File: src/core/ood_pkg.sv
// Package of constants for the internal oscillator divider block
package ood_pkg;
    // ****************************************
    // Timing and divider constants
    // ****************************************
    localparam int OSC_FREQ_KHZ = 5000;
    localparam int CORE_FREQ_KHZ = 50000;
    localparam int OSC_EN_DIV = CORE_FREQ_KHZ / OSC_FREQ_KHZ;
    localparam int DIV_RATIO_DEFAULT = 128;
    localparam int DIV_RATIO_MID = 1024;
    localparam int DIV_RATIO_MAX = 1048576;
    localparam int FEEDBACK_MC_INDEX = 15;
    localparam logic OSC_ENABLE_RESET = 1'b0;
endpackage

File: src/core/ood_route_if.sv
// Interface carrying oscillator outputs to the routing multiplexers
`timescale 1ns/10ps
interface ood_route_if;
    logic osc_clk;
    logic div_clk;
    modport source (output osc_clk, output div_clk);
    modport sink (input osc_clk, input div_clk);
endinterface

File: src/core/ood_route_mux.sv
// Macrocell feedback multiplexers onto the global routing pool
`timescale 1ns/10ps
module ood_route_mux
    import ood_pkg::*;
(
    // Clock sources
    ood_route_if.sink src,
    // Macrocell feedback
    input wire logic osc_mc_feedback,
    input wire logic timer_mc_feedback,
    input wire logic osc_mc_select,
    input wire logic timer_mc_select,
    // Global routing pool
    output logic osc_pool_line,
    output logic timer_pool_line
);
    // ****************************************
    // Feedback selection
    // ****************************************
    assign osc_pool_line = osc_mc_select ? src.osc_clk : osc_mc_feedback;
    assign timer_pool_line = timer_mc_select ? src.div_clk : timer_mc_feedback;
endmodule

File: src/core/ood_osc_divider.sv
// Internal oscillator with power-of-two divider
`timescale 1ns/10ps
module ood_osc_divider
    import ood_pkg::*;
#(
    parameter int DIV_RATIO = DIV_RATIO_DEFAULT
)
(
    // Clock and reset
    input wire logic core_clk,
    input wire logic rst_n,
    // Configuration
    input wire logic osc_used,
    // Fabric controls
    input wire logic divider_reset_in,
    input wire logic osc_disable_in,
    // Macrocell feedback
    input wire logic osc_mc_feedback,
    input wire logic timer_mc_feedback,
    // Clock outputs
    output logic osc_clock_out,
    output logic divided_clock_out,
    output logic osc_running,
    // Global routing pool
    output logic osc_pool_line,
    output logic timer_pool_line
);
    localparam int NBITS = $clog2(DIV_RATIO);
    localparam int HALF = OSC_EN_DIV / 2;

    if (DIV_RATIO != DIV_RATIO_DEFAULT && DIV_RATIO != DIV_RATIO_MID &&
        DIV_RATIO != DIV_RATIO_MAX) begin : g_bad_ratio
        $error("Divide ratio must be 128, 1024 or 1048576");
    end

    // ****************************************
    // Reset and input synchronisers
    // ****************************************
    logic rst_meta;
    logic rst_sync_n;
    always_ff @(posedge core_clk or negedge rst_n) begin
        if (!rst_n) begin
            rst_meta <= 1'b0;
            rst_sync_n <= 1'b0;
        end else begin
            rst_meta <= 1'b1;
            rst_sync_n <= rst_meta;
        end
    end

    logic [1:0] dis_sync;
    logic [1:0] dres_sync;
    logic [1:0] used_sync;
    always_ff @(posedge core_clk or negedge rst_sync_n) begin
        if (!rst_sync_n) begin
            dis_sync <= 2'h0;
            dres_sync <= 2'h0;
            used_sync <= 2'h0;
        end else begin
            dis_sync <= {dis_sync[0], osc_disable_in};
            dres_sync <= {dres_sync[0], divider_reset_in};
            used_sync <= {used_sync[0], osc_used};
        end
    end

    // ****************************************
    // Oscillator model
    // ****************************************
    logic enabled;
    assign enabled = used_sync[1] && !dis_sync[1];
    assign osc_running = enabled;

    logic [$clog2(OSC_EN_DIV)-1:0] phase;
    logic osc_level;
    logic osc_tick;
    assign osc_tick = enabled && (phase == ($bits(phase))'(OSC_EN_DIV - 1));
    always_ff @(posedge core_clk or negedge rst_sync_n) begin
        if (!rst_sync_n) begin
            phase <= '0;
        end else if (!enabled || osc_tick) begin
            phase <= '0;
        end else begin
            phase <= phase + 1'b1;
        end
    end
    always_ff @(posedge core_clk or negedge rst_sync_n) begin
        if (!rst_sync_n) begin
            osc_level <= OSC_ENABLE_RESET;
        end else if (!enabled) begin
            osc_level <= 1'b0;
        end else begin
            osc_level <= (phase < ($bits(phase))'(HALF - 1)) || osc_tick;
        end
    end

    // ****************************************
    // Divider reset stage and counter
    // ****************************************
    logic div_clear_q;
    always_ff @(posedge core_clk or negedge rst_sync_n) begin
        if (!rst_sync_n) begin
            div_clear_q <= 1'b1;
        end else if (!enabled) begin
            div_clear_q <= 1'b1;
        end else if (osc_tick) begin
            div_clear_q <= dres_sync[1];
        end
    end

    logic [NBITS-1:0] count;
    always_ff @(posedge core_clk or negedge rst_sync_n) begin
        if (!rst_sync_n) begin
            count <= '0;
        end else if (!enabled) begin
            count <= '0;
        end else if (osc_tick) begin
            count <= div_clear_q ? '0 : count + 1'b1;
        end
    end

    always_ff @(posedge core_clk or negedge rst_sync_n) begin
        if (!rst_sync_n) begin
            osc_clock_out <= 1'b0;
            divided_clock_out <= 1'b0;
        end else begin
            osc_clock_out <= enabled && osc_level;
            divided_clock_out <= enabled && count[NBITS-1];
        end
    end

    // ****************************************
    // Routing to fabric
    // ****************************************
    ood_route_if route ();
    assign route.osc_clk = osc_clock_out;
    assign route.div_clk = divided_clock_out;
    ood_route_mux u_mux (
        .src(route),
        .osc_mc_feedback(osc_mc_feedback),
        .timer_mc_feedback(timer_mc_feedback),
        .osc_mc_select(enabled),
        .timer_mc_select(enabled),
        .osc_pool_line(osc_pool_line),
        .timer_pool_line(timer_pool_line)
    );
endmodule

File: config.mk
export PLATFORM = sky130hd
export DESIGN_NAME = ood_osc_divider
export DESIGN_NICKNAME = d
export VERILOG_FILES = /design/src/core/ood_pkg.sv /design/src/core/ood_route_if.sv /design/src/core/ood_route_mux.sv /design/src/core/ood_osc_divider.sv
export SDC_FILE = /design/constraint.sdc
export NUM_CORES = 1
export LEC_CHECK = 0
export ABC_AREA = 1
export BUFFER_PORTS_ARGS = -buffer_cell sky130_fd_sc_hd__buf_2
export CORE_MARGIN = 3
export CORE_UTILIZATION = 46
export DETAILED_ROUTE_END_ITERATION = 16
export PLACE_DENSITY = 0.66
export SLEW_MARGIN = 0
export SYNTH_ARGS = -nofsm -noshare
export SYNTH_HDL_FRONTEND = slang
export SYNTH_SLANG_ARGS = --single-unit
File: constraint.sdc
create_clock -name core_clk -period 1.25 [get_ports core_clk]
set_input_delay 0.0625 -clock core_clk [delete_from_list [all_inputs] [get_ports core_clk]]
set_output_delay 0.0625 -clock core_clk [all_outputs]
set_load 0.1 [all_outputs]
* Word level (Yosys, flattened, before mapping)
Index checks and enable logic that the tools add are counted.
Operators by class: muxes and demuxes 9, add/subtract/negate cells 2, equal/unequal tests 2, magnitude comparators 1, reduce and logical (&&, ||, !) cells 8
Operators with widths (number):
- 7-bit two-way mux | 3
- 7-bit by 1-bit adder with 7-bit output (second input constant) | 1
- 1-bit two-way mux | 5
- 4-bit by 1-bit adder with 4-bit output (second input constant) | 1
- 4-bit == test (second input constant) | 1
- 1-bit logical AND | 4
- 4-bit by 3-bit < comparator with 1-bit output (second input constant) | 1
- 4-bit two-way mux | 1
- 1-bit logical NOT | 2
- 1-bit logical OR | 2
- 2-bit by 1-bit inequality test with 1-bit output (second input constant) | 1
Word-level totals: output and inout port bits 5, register bits after elaboration 23

* Longest topological paths before layout
Gate-level depths: netlist (run 1).
depth in word-level cells 5, depth in mapped cells 9

* Cells and area by module
A second synthesis (run 1) with hierarchy kept.
Unflattened totals: cells, all modules 104, area total of the unflattened synthesis 974.7 um^2
By module, submodules not included:
- ood_osc_divider | seq. area each 576.8 um^2, times used 1, cells an instance 96, area each 944.7 um^2
- ood_route_mux | seq. area each 0.0 um^2, times used 1, cells an instance 8, area each 30.0 um^2

* Worst setup path after synthesis (run 1)
No wires, ideal clock.
kind reg-to-output, start point reg osc_clock_out, end point out osc_pool_line, arrival 1.690 ns, path slack -0.502 ns, cell stages (with the launch flop) 3, data required time 1.188 ns, cells stage by stage dfrtp_1 -> nand2_1 -> nand2_1
Between the ends: cells in the longest elaborated chain, start to end 1
Ends and longest elaborated chain:
- start: declaration | line ood_osc_divider.sv:21 | output logic osc_clock_out,
- start signal: assignment | line ood_osc_divider.sv:126 | osc_clock_out <= enabled && osc_level;
- 1-bit two-way mux | line ood_route_mux.sv:20 | assign osc_pool_line = osc_mc_select ? src.osc_clk : osc_mc_feedback;
- end: declaration | line ood_osc_divider.sv:25 | output logic osc_pool_line,
Every way passes these cells.

* Final worst setup path (run 1)
start point reg dis_sync[1], end point out osc_pool_line
Between the ends: cells in the longest elaborated chain, start to end 3
Ends and longest elaborated chain:
- start: declaration | line ood_osc_divider.sv:51 | logic [1:0] dis_sync;
- start signal: assignment | line ood_osc_divider.sv:60 | dis_sync <= {dis_sync[0], osc_disable_in};
- 1-bit logical NOT | line ood_osc_divider.sv:70 | assign enabled = used_sync[1] && !dis_sync[1];
- 1-bit logical AND | line ood_osc_divider.sv:70
- 1-bit two-way mux | line ood_route_mux.sv:20
Every way passes these cells.

==> results of run 1 <==
-- kinds of logic (layout without fill, tap and decap cells) --
family	count (synthesis)	after routing	share of synthesized area
AO/OA/AOI/OAI	11	11	0.0590
flip-flops	23	23	0.591
XOR/XNOR	1	1	0.00898
buffers and inverters	19	50	0.0808
adder cells (fa/ha/maj)	3	3	0.0385
other	1	1	0.00384
AND/OR/NAND/NOR	44	45	0.218
-- per-layer routing --
metal / part of all wire / track usage
met1: 0.40 / 0.177
met3: 0.029 / 0.0172
met2: 0.53 / 0.253
met5: 0 / 0
met4: 0.036 / 0.0961
-- cells in the final DEF (no fill, tap or decap) --
| master | instances |
|---|---|
| dfrtp_1 | 20 |
| inv_1 | 13 |
| nand2_1 | 13 |
| buf_4 | 13 |
| nor2_1 | 9 |
| buf_2 | 8 |
| nand2_4 | 5 |
| nand3_1 | 5 |
| nand2_2 | 5 |
| dlygate4sd3_1 | 4 |
| inv_2 | 3 |
| o21ai_1 | 3 |
| clkbuf_4 | 3 |
| buf_12 | 3 |
| nand2_8 | 2 |
| a21oi_1 | 2 |
| nand3_2 | 2 |
| o21ai_0 | 2 |
| a21oi_2 | 2 |
| ha_2 | 2 |
| dfrtp_2 | 2 |
| nor2_8 | 1 |
| nand3_4 | 1 |
| xnor2_1 | 1 |
| clkinvlp_4 | 1 |
| inv_4 | 1 |
| nor2_4 | 1 |
| nand3b_1 | 1 |
| a21boi_1 | 1 |
| o21ai_2 | 1 |
| ha_1 | 1 |
| clkbuf_1 | 1 |
| dfstp_2 | 1 |
| conb_1 | 1 |
-- registers in the layout, indices dropped and copies added (netlist names) --
signal,flops
count,7
dis_sync,2
div_clear_q,1
divided_clock_out,1
dres_sync,2
osc_clock_out,1
osc_level,1
phase,4
rst_meta,1
rst_sync_n,1
used_sync,2
-- metrics by stage --
step | power, mW | utilization | std cells | hold slack (ps) | cell area (µm²)
after CTS | 1.34 | 0.657 | 158 | 32.9 | 1300
after detailed placement | 0.975 | 0.598 | 144 | -152 | 1180
after global routing | 1.40 | 0.699 | 161 | 47.5 | 1390
after global placement | 0.970 | 0.598 | 144 | -153 | 1180
final | 1.34 | 0.699 | 161 | 39.5 | 1390
after floorplan | 0.912 | - | 102 | -233 | 1020
-- power breakdown --
group,switching (mW),leakage [nW],internal [mW]
combinational,0.138,0.366,0.0880
sequential,0.00929,0.293,0.768
clock,0.216,0.0150,0.125
-- critical path: stages (launching register included) --
cell	delay, ps
dfrtp_1	440
nor2_8	140
clkinvlp_4	170
nand2_4	120
nand2_8	50
buf_12	160
-- final cells by class --
cell class / instances / area, µm²
clock buffer: 4 / 26.3
inverter: 18 / 73.8
timing repair buffer: 28 / 238
fill: 148 / 596
tap: 27 / 33.8
multi-input combinational: 61 / 435
sequential: 23 / 579
-- worst paths after layout --
check / to / slack, ps / startpoint / depth (start not counted)
worst max-delay path: osc_pool_line / -200 / dis_sync[1] / 5
worst min-delay path: rst_meta / 40 / rst_n / 2
worst max register to register: count[5] / -10 / phase[1] / 9
worst min register to register: dres_sync[1] / 210 / rst_sync_n / 1
max in group asynchronous: div_clear_q / 770 / rst_sync_n / 1
min in group core_clk: dis_sync[1] / 360 / dis_sync[0] / 0
-- repair_timing --
item                                   in CTS  in global routing
resized for setup                           5                 21
buffers inserted                            5                  3
hold buffers                                4                  0
endpoints found under the hold margin       5                  0
setup endpoints to repair                   9                 11
pin swaps                                   2                  8
gates cloned                                1                  0
==> impl_metrics.json, run 1 <==
{
  "status": "finished, violations left",
  "violations": "negative setup slack",
  "die_w_um": 52.1,
  "power_density_mw_per_mm2": 970,
  "routed-via-count": 767,
  "syn_area_um2": 976,
  "async_reset_ff_frac": 1.00,
  "synthCells": 102,
  "synth_cell_type_count": 18,
  "die_area_mm2": 0.00271,
  "worst_slack_ps": -198,
  "cp_max_fo": 5,
  "detail-route-antenna-nets": 0,
  "finalSetupViolations": 5,
  "ir_worst_vdd_mv": 0.770,
  "rsz0062_at_grt": "yes",
  "fin_tns_setup_ps": -418,
  "hold_viol_final": 0,
  "power_leakage_nw": 0.675,
  "grt_overflow": 0,
  "critPathRequiredTime_ps": 1190,
  "cp-start-kind": "flop",
  "clk_path_buf_depth": 2,
  "syn_nets": 112,
  "dpl.hpwl_um": 1160,
  "grt_start_max_net_pins": 22,
  "rows": 16,
  "grt_use_total": 0.149,
  "grt_pass1_vias": 697,
  "crit_path_end_kind": "primary output",
  "diodes": 0,
  "path_clk_slew_ps": 110,
  "core_mm2": 0.00198,
  "cts.sinks": 23,
  "seq_area_frac_synth": 0.591,
  "ios": 12,
  "synth_common_cells": "nand2_1 (23), dfrtp_1 (22), inv_1 (18), nor2_1 (10), nand3_1 (6)",
  "max_freq_ghz": 0.691,
  "cts_tree": "done",
  "syn_area_per_cell_um2": 9.57,
  "root_buffer": "clkbuf_4",
  "first_pass_iters": 4,
  "synth-seq-cells": 23,
  "initial_core_util": 0.492,
  "gp_congestion": 0.823,
  "yosysMostFrequentCell": "nand2_1",
  "route.detailed.drc": 0,
  "portBuffers": 11,
  "synth-edff-count": 0,
  "die_h_um": 52.1,
  "fin_worst_skew_ps": 3.61,
  "fin_crit_sh": 1.16,
  "synth.area.top_cells": "dfrtp_1 (56%), nand2_1 (8.8%), inv_1 (6.9%), ha_1 (3.8%), nor2_1 (3.8%)",
  "synth_warnings": 0,
  "yosys.area.top_type": "dfrtp_1",
  "drv_slew": 0,
  "drt_iter0_drc": 19,
  "antenna_found_initial": 0,
  "drive_gt1_frac": 0.425,
  "path_class": "flop to primary output",
  "clock_latency_ps": 310,
  "hp-class": "input pin to async pin",
  "numCtsBuffers": 3,
  "syn_to_final_growth_pct": 42.1,
  "synth_ff_type": "dfrtp_1",
  "synth_top_area_frac": 0.564,
  "final_nets": 145,
  "cts_max_level": 1,
  "wire_per_inst_um": 11.9,
  "wirelength_um": 1910,
  "post-route-min-period_ps": 1450,
  "max-cap-violations": 0,
  "grt_first_pass_wirelength_um": 2890,
  "post_drt_via_cell_ratio": 4.76,
  "cp_data_arrival_time_ps": 1390,
  "place_ws_ps": -10.6
}
Power figures use the tool's default switching activity.
==> inputs of run 2 (changes only) <==
Settings changed: ABC_AREA 1 to 0.
Clock period 1.25 ns to 1.9 ns, I/O delays scaled along.
==> run 2 against run 1 <==
The run now ends clean. Cell count down 21%. Worst setup slack better by 400 ps. Combinational power decreased by 68%. Via count down 15%. Sequential share of layout area rose by 10 points. Sequential cell count unchanged. Area after synthesis is 1.5% lower. Clock skew is 1.9 ps higher. Count of clock-buffer cells in the layout down 1. Final area is 20% lower. First-iteration DRC count down 79%. Critical endpoint is now count[3]. Largest cell class unchanged.
==> impl_metrics.json, run 2 <==
{
  "layout_commonest_cell": "dfrtp_1",
  "rows": 15,
  "grt_start_max_net_pins": 22,
  "core_mm2": 0.00184,
  "drv_slew": 0,
  "rsz0062_at_grt": "no",
  "syn_nets": 94,
  "diodes": 0,
  "post_cts_buffers": 0,
  "yosysMostFrequentCell": "dfrtp_1",
  "synth_warnings": 0,
  "synth_ff_type": "dfrtp_1",
  "synth_common_cells": "dfrtp_1 (22), nand2_1 (11), nor2_1 (8), o21ai_0 (4)",
  "fin_crit_sh": 0.893,
  "cts_max_level": 1,
  "seq_area_frac_synth": 0.600,
  "hold_viol_final": 0,
  "synth-edff-count": 0,
  "synth.area.top_cells": "dfrtp_1 (57%), nand2_1 (4.3%), ha_1 (3.9%), nor2_1 (3.1%), dfstp_2 (2.7%)",
  "clk_path_buf_depth": 2,
  "synth-seq-cells": 23,
  "ios": 12,
  "post_drt_via_cell_ratio": 5.13,
  "largest_reg_flops": 7,
  "synthCells": 84,
  "synth_top_area_frac": 0.573,
  "cp_data_arrival_time_ps": 1970,
  "finalSetupViolations": 0,
  "ir_worst_vdd_mv": 0.579,
  "grt_pass1_vias": 615,
  "max-cap-violations": 0,
  "slew_headroom": 0.468,
  "cts_tree": "done",
  "power_leakage_nw": 0.559,
  "status": "completed",
  "grt_use_total": 0.135,
  "clock_latency_ps": 320,
  "totalPowerFinal_uw": 814,
  "routed-via-count": 651,
  "post-route-min-period_ps": 1700,
  "gp_congestion": 0.829,
  "wire_per_inst_um": 11.4,
  "ff2ff_path_depth": 6,
  "layout_common_cells": "dfrtp_1 (22), buf_2 (11), nand2_1 (9)",
  "fin_worst_skew_ps": 5.47,
  "portBuffers": 11,
  "fin_tns_setup_ps": 0,
  "ctsResizeCount": 0,
  "ctsHoldBuffers": 4,
  "yosys.area.top_type": "dfrtp_1",
  "max_freq_ghz": 0.589,
  "crit_path_end_kind": "flop",
  "syn_to_final_growth_pct": 15.8,
  "drt_iter0_drc": 4,
  "die_w_um": 51.7,
  "final_nets": 113,
  "synth_cell_type_count": 27,
  "path_clk_slew_ps": 130,
  "syn_area_um2": 961,
  "dpl.hpwl_um": 1070,
  "die_area_mm2": 0.00267,
  "regMostFlops": "count",
  "async_reset_ff_frac": 1.00,
  "numCtsBuffers": 3,
  "first_pass_iters": 4,
  "grt_overflow": 0,
  "syn_area_per_cell_um2": 11.4,
  "worst_pin_slew_ps": 798,
  "wirelength_um": 1450,
  "power_density_mw_per_mm2": 732,
  "cts.sinks": 23,
  "antenna_found_initial": 0,
  "detail-route-antenna-nets": 0,
  "initial_core_util": 0.522,
  "top_regs": "count (7), phase (4)",
  "cp-start-kind": "flop",
  "hp-class": "input pin to async pin",
  "die_h_um": 51.7,
  "root_buffer": "clkbuf_4",
  "grt_first_pass_wirelength_um": 2570,
  "cp_max_fo": 10,
  "r2r_setup_slack_ps": 200,
  "critPathRequiredTime_ps": 2170,
  "drive_gt1_frac": 0.225,
  "path_class": "flop to flop",
  "route.detailed.drc": 0
}
run 2: cell count changes after synthesis, sizes merged, moves of 2 or more:
cell / previous run / this run
inv: 18 / 2
mux2i: 0 / 2
nor2b: 0 / 3
nor2: 11 / 8
o21ai: 6 / 4
o31ai: 0 / 2
and2: 0 / 3
nand2: 24 / 11
or3b: 0 / 2
nor3: 0 / 3
nand3: 8 / 3
nor3b: 0 / 2
run 2: routing by layer:
layer / GRT usage / up-vias / part of all wire
li1: - / 318 / -
met4: 0.105 / 0 / 0.036
met5: 0 / - / 0
met3: 0.0344 / 5 / 0.043
met2: 0.208 / 13 / 0.48
met1: 0.161 / 315 / 0.44
run 2: final timing paths:
check / startpoint / endpoint
worst max-delay path: phase[1] / count[3]
worst min-delay path: rst_n / rst_meta
worst max register to register: phase[1] / count[3]
worst min register to register: rst_sync_n / dis_sync[0]
max in group asynchronous: rst_sync_n / divided_clock_out
min in group core_clk: dis_sync[0] / dis_sync[1]
run 2: cells by family after synthesis:
| family | share of synthesized area |
|---|---|
| other cells | 0.00390 |
| simple gates | 0.232 |
| xor+xnor | 0.0182 |
| fa+ha+maj | 0.0391 |
| mux | 0.0208 |
| flops | 0.600 |
| buf+inv | 0.0195 |
| compound gates | 0.0664 |
run 2: area by class of cell:
class | count | area [µm²]
flip-flops and latches | 23 | 577
well taps | 25 | 31.3
repair buffers | 15 | 95.1
inverters | 2 | 11.3
fillers | 171 | 727
multi-input cells | 58 | 370
clock inverters | 1 | 5.00
clock buffers | 3 | 22.5
run 2: metrics by stage:
stage	setup WS [ps]	utilization	area (µm²)	hold slack, ps	std cells
5_1_grt	111	0.605	1110	40.9	127
2_1_floorplan	190	-	970	-201	84
6_report	202	0.605	1110	59.0	127
4_1_cts	189	0.605	1110	47.2	127
3_5_place_dp	212	0.568	1040	-119	119
3_3_place_gp	265	0.568	1040	-121	119
run 2: power by group:
part	switching (mW)	leakage, nW	internal [mW]	total (mW)
Combinational	0.0508	0.245	0.0205	0.0713
Sequential	0.0131	0.297	0.501	0.515
Clock	0.150	0.0177	0.0789	0.228
run 2: worst max-delay path: stages (launching register included):
cell and delay [ps]:
dfrtp_1 410, inv_1 70, ha_1 200, nand3b_4 140, or3_4 370, or3b_1 380
nand2_1 70
==> inputs of run 3 (changes only) <==
Settings changed: SYNTH_HIERARCHICAL from default to 1.
==> run 3 against run 2 <==
Cell count fell by 1.6%. Sequential share of layout area fell by 0.63 points. Count of clock-buffer cells in the layout did not move. Critical path depth fell by 2. Largest power group unchanged.
==> impl_metrics.json, run 3 <==
{
  "die_h_um": 51.4,
  "drive_gt1_frac": 0.240,
  "detail-route-antenna-nets": 0,
  "grt_first_pass_wirelength_um": 2810,
  "p_seq_frac": 0.617,
  "post_drt_via_cell_ratio": 5.08,
  "drt_iter0_drc": 8,
  "hold_viol_final": 0,
  "first_pass_iters": 2,
  "synth_cell_type_count": 27,
  "top_regs": "count (7), phase (4)",
  "synth_common_cells": "dfrtp_1 (22), nor2_1 (8), nand2_1 (5), o21ai_0 (4)",
  "dp_cells": 116,
  "cts_tree": "done",
  "syn_nets": 89,
  "fin_crit_sh": 0.927,
  "syn_to_final_growth_pct": 18.6,
  "crit_path_end_kind": "primary output",
  "rows": 15,
  "layout_commonest_cell": "dfrtp_1",
  "initial_core_util": 0.516,
  "dpl.hpwl_um": 1040,
  "final_cell_count_no_fill": 125,
  "regMostFlops": "count",
  "largest_reg_flops": 7,
  "hp-class": "input pin to async pin",
  "syn_area_per_cell_um2": 12.0,
  "p_sw_frac": 0.259,
  "grt_overflow": 0,
  "synthCells": 79,
  "path_clk_slew_ps": 130,
  "numCtsBuffers": 3,
  "layout_common_cells": "dfrtp_1 (22), buf_2 (9), nor2_1 (8)",
  "ios": 12,
  "async_reset_ff_frac": 1.00,
  "status": "completed",
  "synth.area.top_cells": "dfrtp_1 (58%), ha_1 (4.0%), mux2_4 (3.2%), nor2_1 (3.2%), dfstp_2 (2.8%)",
  "diodes": 0,
  "max_freq_ghz": 0.568,
  "cts_max_level": 1,
  "drv_slew": 0,
  "cp_max_fo": 7,
  "synth_warnings": 6,
  "portBuffers": 11,
  "core_mm2": 0.00184,
  "grt_use_total": 0.144,
  "antenna_found_initial": 0,
  "finish.utilization": 0.612,
  "yosys.area.top_type": "dfrtp_1",
  "die_area_mm2": 0.00265,
  "power_density_mw_per_mm2": 728,
  "gp_congestion": 0.719,
  "finalSetupViolations": 0,
  "yosysMostFrequentCell": "dfrtp_1",
  "clkPwrFrac": 0.281,
  "route.detailed.drc": 0,
  "ir_worst_vdd_mv": 0.517,
  "power_switching_uw": 212,
  "synth-edff-count": 0,
  "cp_data_arrival_time_ps": 1670,
  "intPower_uw": 608,
  "rsz0062_at_grt": "no",
  "fin_tns_setup_ps": 0,
  "root_buffer": "clkbuf_4",
  "combPwrFrac": 0.102,
  "die_w_um": 51.4,
  "syn_area_um2": 950,
  "synth_ff_type": "dfrtp_1",
  "wire_per_inst_um": 12.1,
  "critPathRequiredTime_ps": 1800,
  "cp-start-kind": "flop",
  "grt_pass1_vias": 649,
  "cts.sinks": 23,
  "fin_worst_skew_ps": 4.59,
  "path_class": "flop to primary output",
  "seq_area_frac_synth": 0.607,
  "synth_top_area_frac": 0.580,
  "clk_path_buf_depth": 2,
  "grt_start_max_net_pins": 22,
  "clock_latency_ps": 310,
  "max-cap-violations": 0,
  "post-route-min-period_ps": 1760,
  "synth-seq-cells": 23,
  "final_nets": 111,
  "wirelength_um": 1510,
  "power_leakage_nw": 0.566,
  "routed-via-count": 635
}
[run 3: worst max-delay path, stage by stage (launching register included)]
cell      delay, ps
dfrtp_1         390
nand2b_1        240
inv_2           170
mux2_4          310
buf_4           230
[run 3: final timing paths]
path,from,endpoint,slack (ps),cells past startpoint
setup reg to reg,phase[1],count[3],210,6
setup / recovery,dis_sync[1],timer_pool_line,140,4
hold reg to reg,rst_sync_n,osc_level,210,1
min in group core_clk,used_sync[0],used_sync[1],370,0
hold / removal,rst_n,rst_sync_n,90,2
max in group asynchronous,rst_sync_n,div_clear_q,1410,1
[run 3: metal layers]
layer	wire, µm	GRT usage	part of all wire	vias to the layer above
li1	-	-	-	311
met1	655	0.165	0.43	309
met2	760	0.248	0.50	13
met3	86	0.0554	0.057	2
met4	7	0.0393	0.0046	0
met5	0	0	0	-
[run 3: per-stage QoR]
stage | worst slack [ps] | cell area (µm²) | power (mW) | hold slack, ps
after floorplan | 32.6 | 950 | 0.572 | -201
after global placement | 270 | 1040 | 0.589 | -120
after detailed placement | 229 | 1040 | 0.591 | -119
after CTS | 54.6 | 1110 | 0.831 | 61.6
after global routing | 37.5 | 1130 | 0.863 | 65.7
final | 139 | 1130 | 0.820 | 85.3
[run 3: timing repair]
action / in CTS / in global routing
cloned: 0 / 0
buffers inserted: 0 / 1
hold buffers: 4 / 0
pin swaps: 0 / 0
hold endpoints to repair: 5 / 0
resized for setup: 1 / 4
endpoints found under the setup margin: 2 / 2
[run 3: layout make-up]
cell class | count | area (µm²)
clock inverters | 1 | 7.51
multi-input cells | 54 | 365
inverters | 2 | 7.51
repair buffers | 17 | 115
well taps | 25 | 31.3
clock buffers | 3 | 22.5
fillers | 159 | 713
flip-flops and latches | 23 | 577
[run 3: cells by family after synthesis]
group | count (synthesis) | synth area share
xor gates and xnor gates | 2 | 0.0184
buffers and inverters | 2 | 0.00791
muxes | 4 | 0.0527
DFF | 23 | 0.607
AOI/OAI and AO/OA | 11 | 0.0672
adders and majority gates | 3 | 0.0395
and+or+nand+nor | 33 | 0.203
other | 1 | 0.00395
[run 3: power groups by stage]
stage,Sequential (mW),Combinational (mW),Clock [mW]
final,0.506,0.0839,0.230
after global routing,0.509,0.0909,0.263
after CTS,0.506,0.0816,0.243
after detailed placement,0.516,0.0750,0
after global placement,0.515,0.0743,0
after floorplan,0.525,0.0477,0
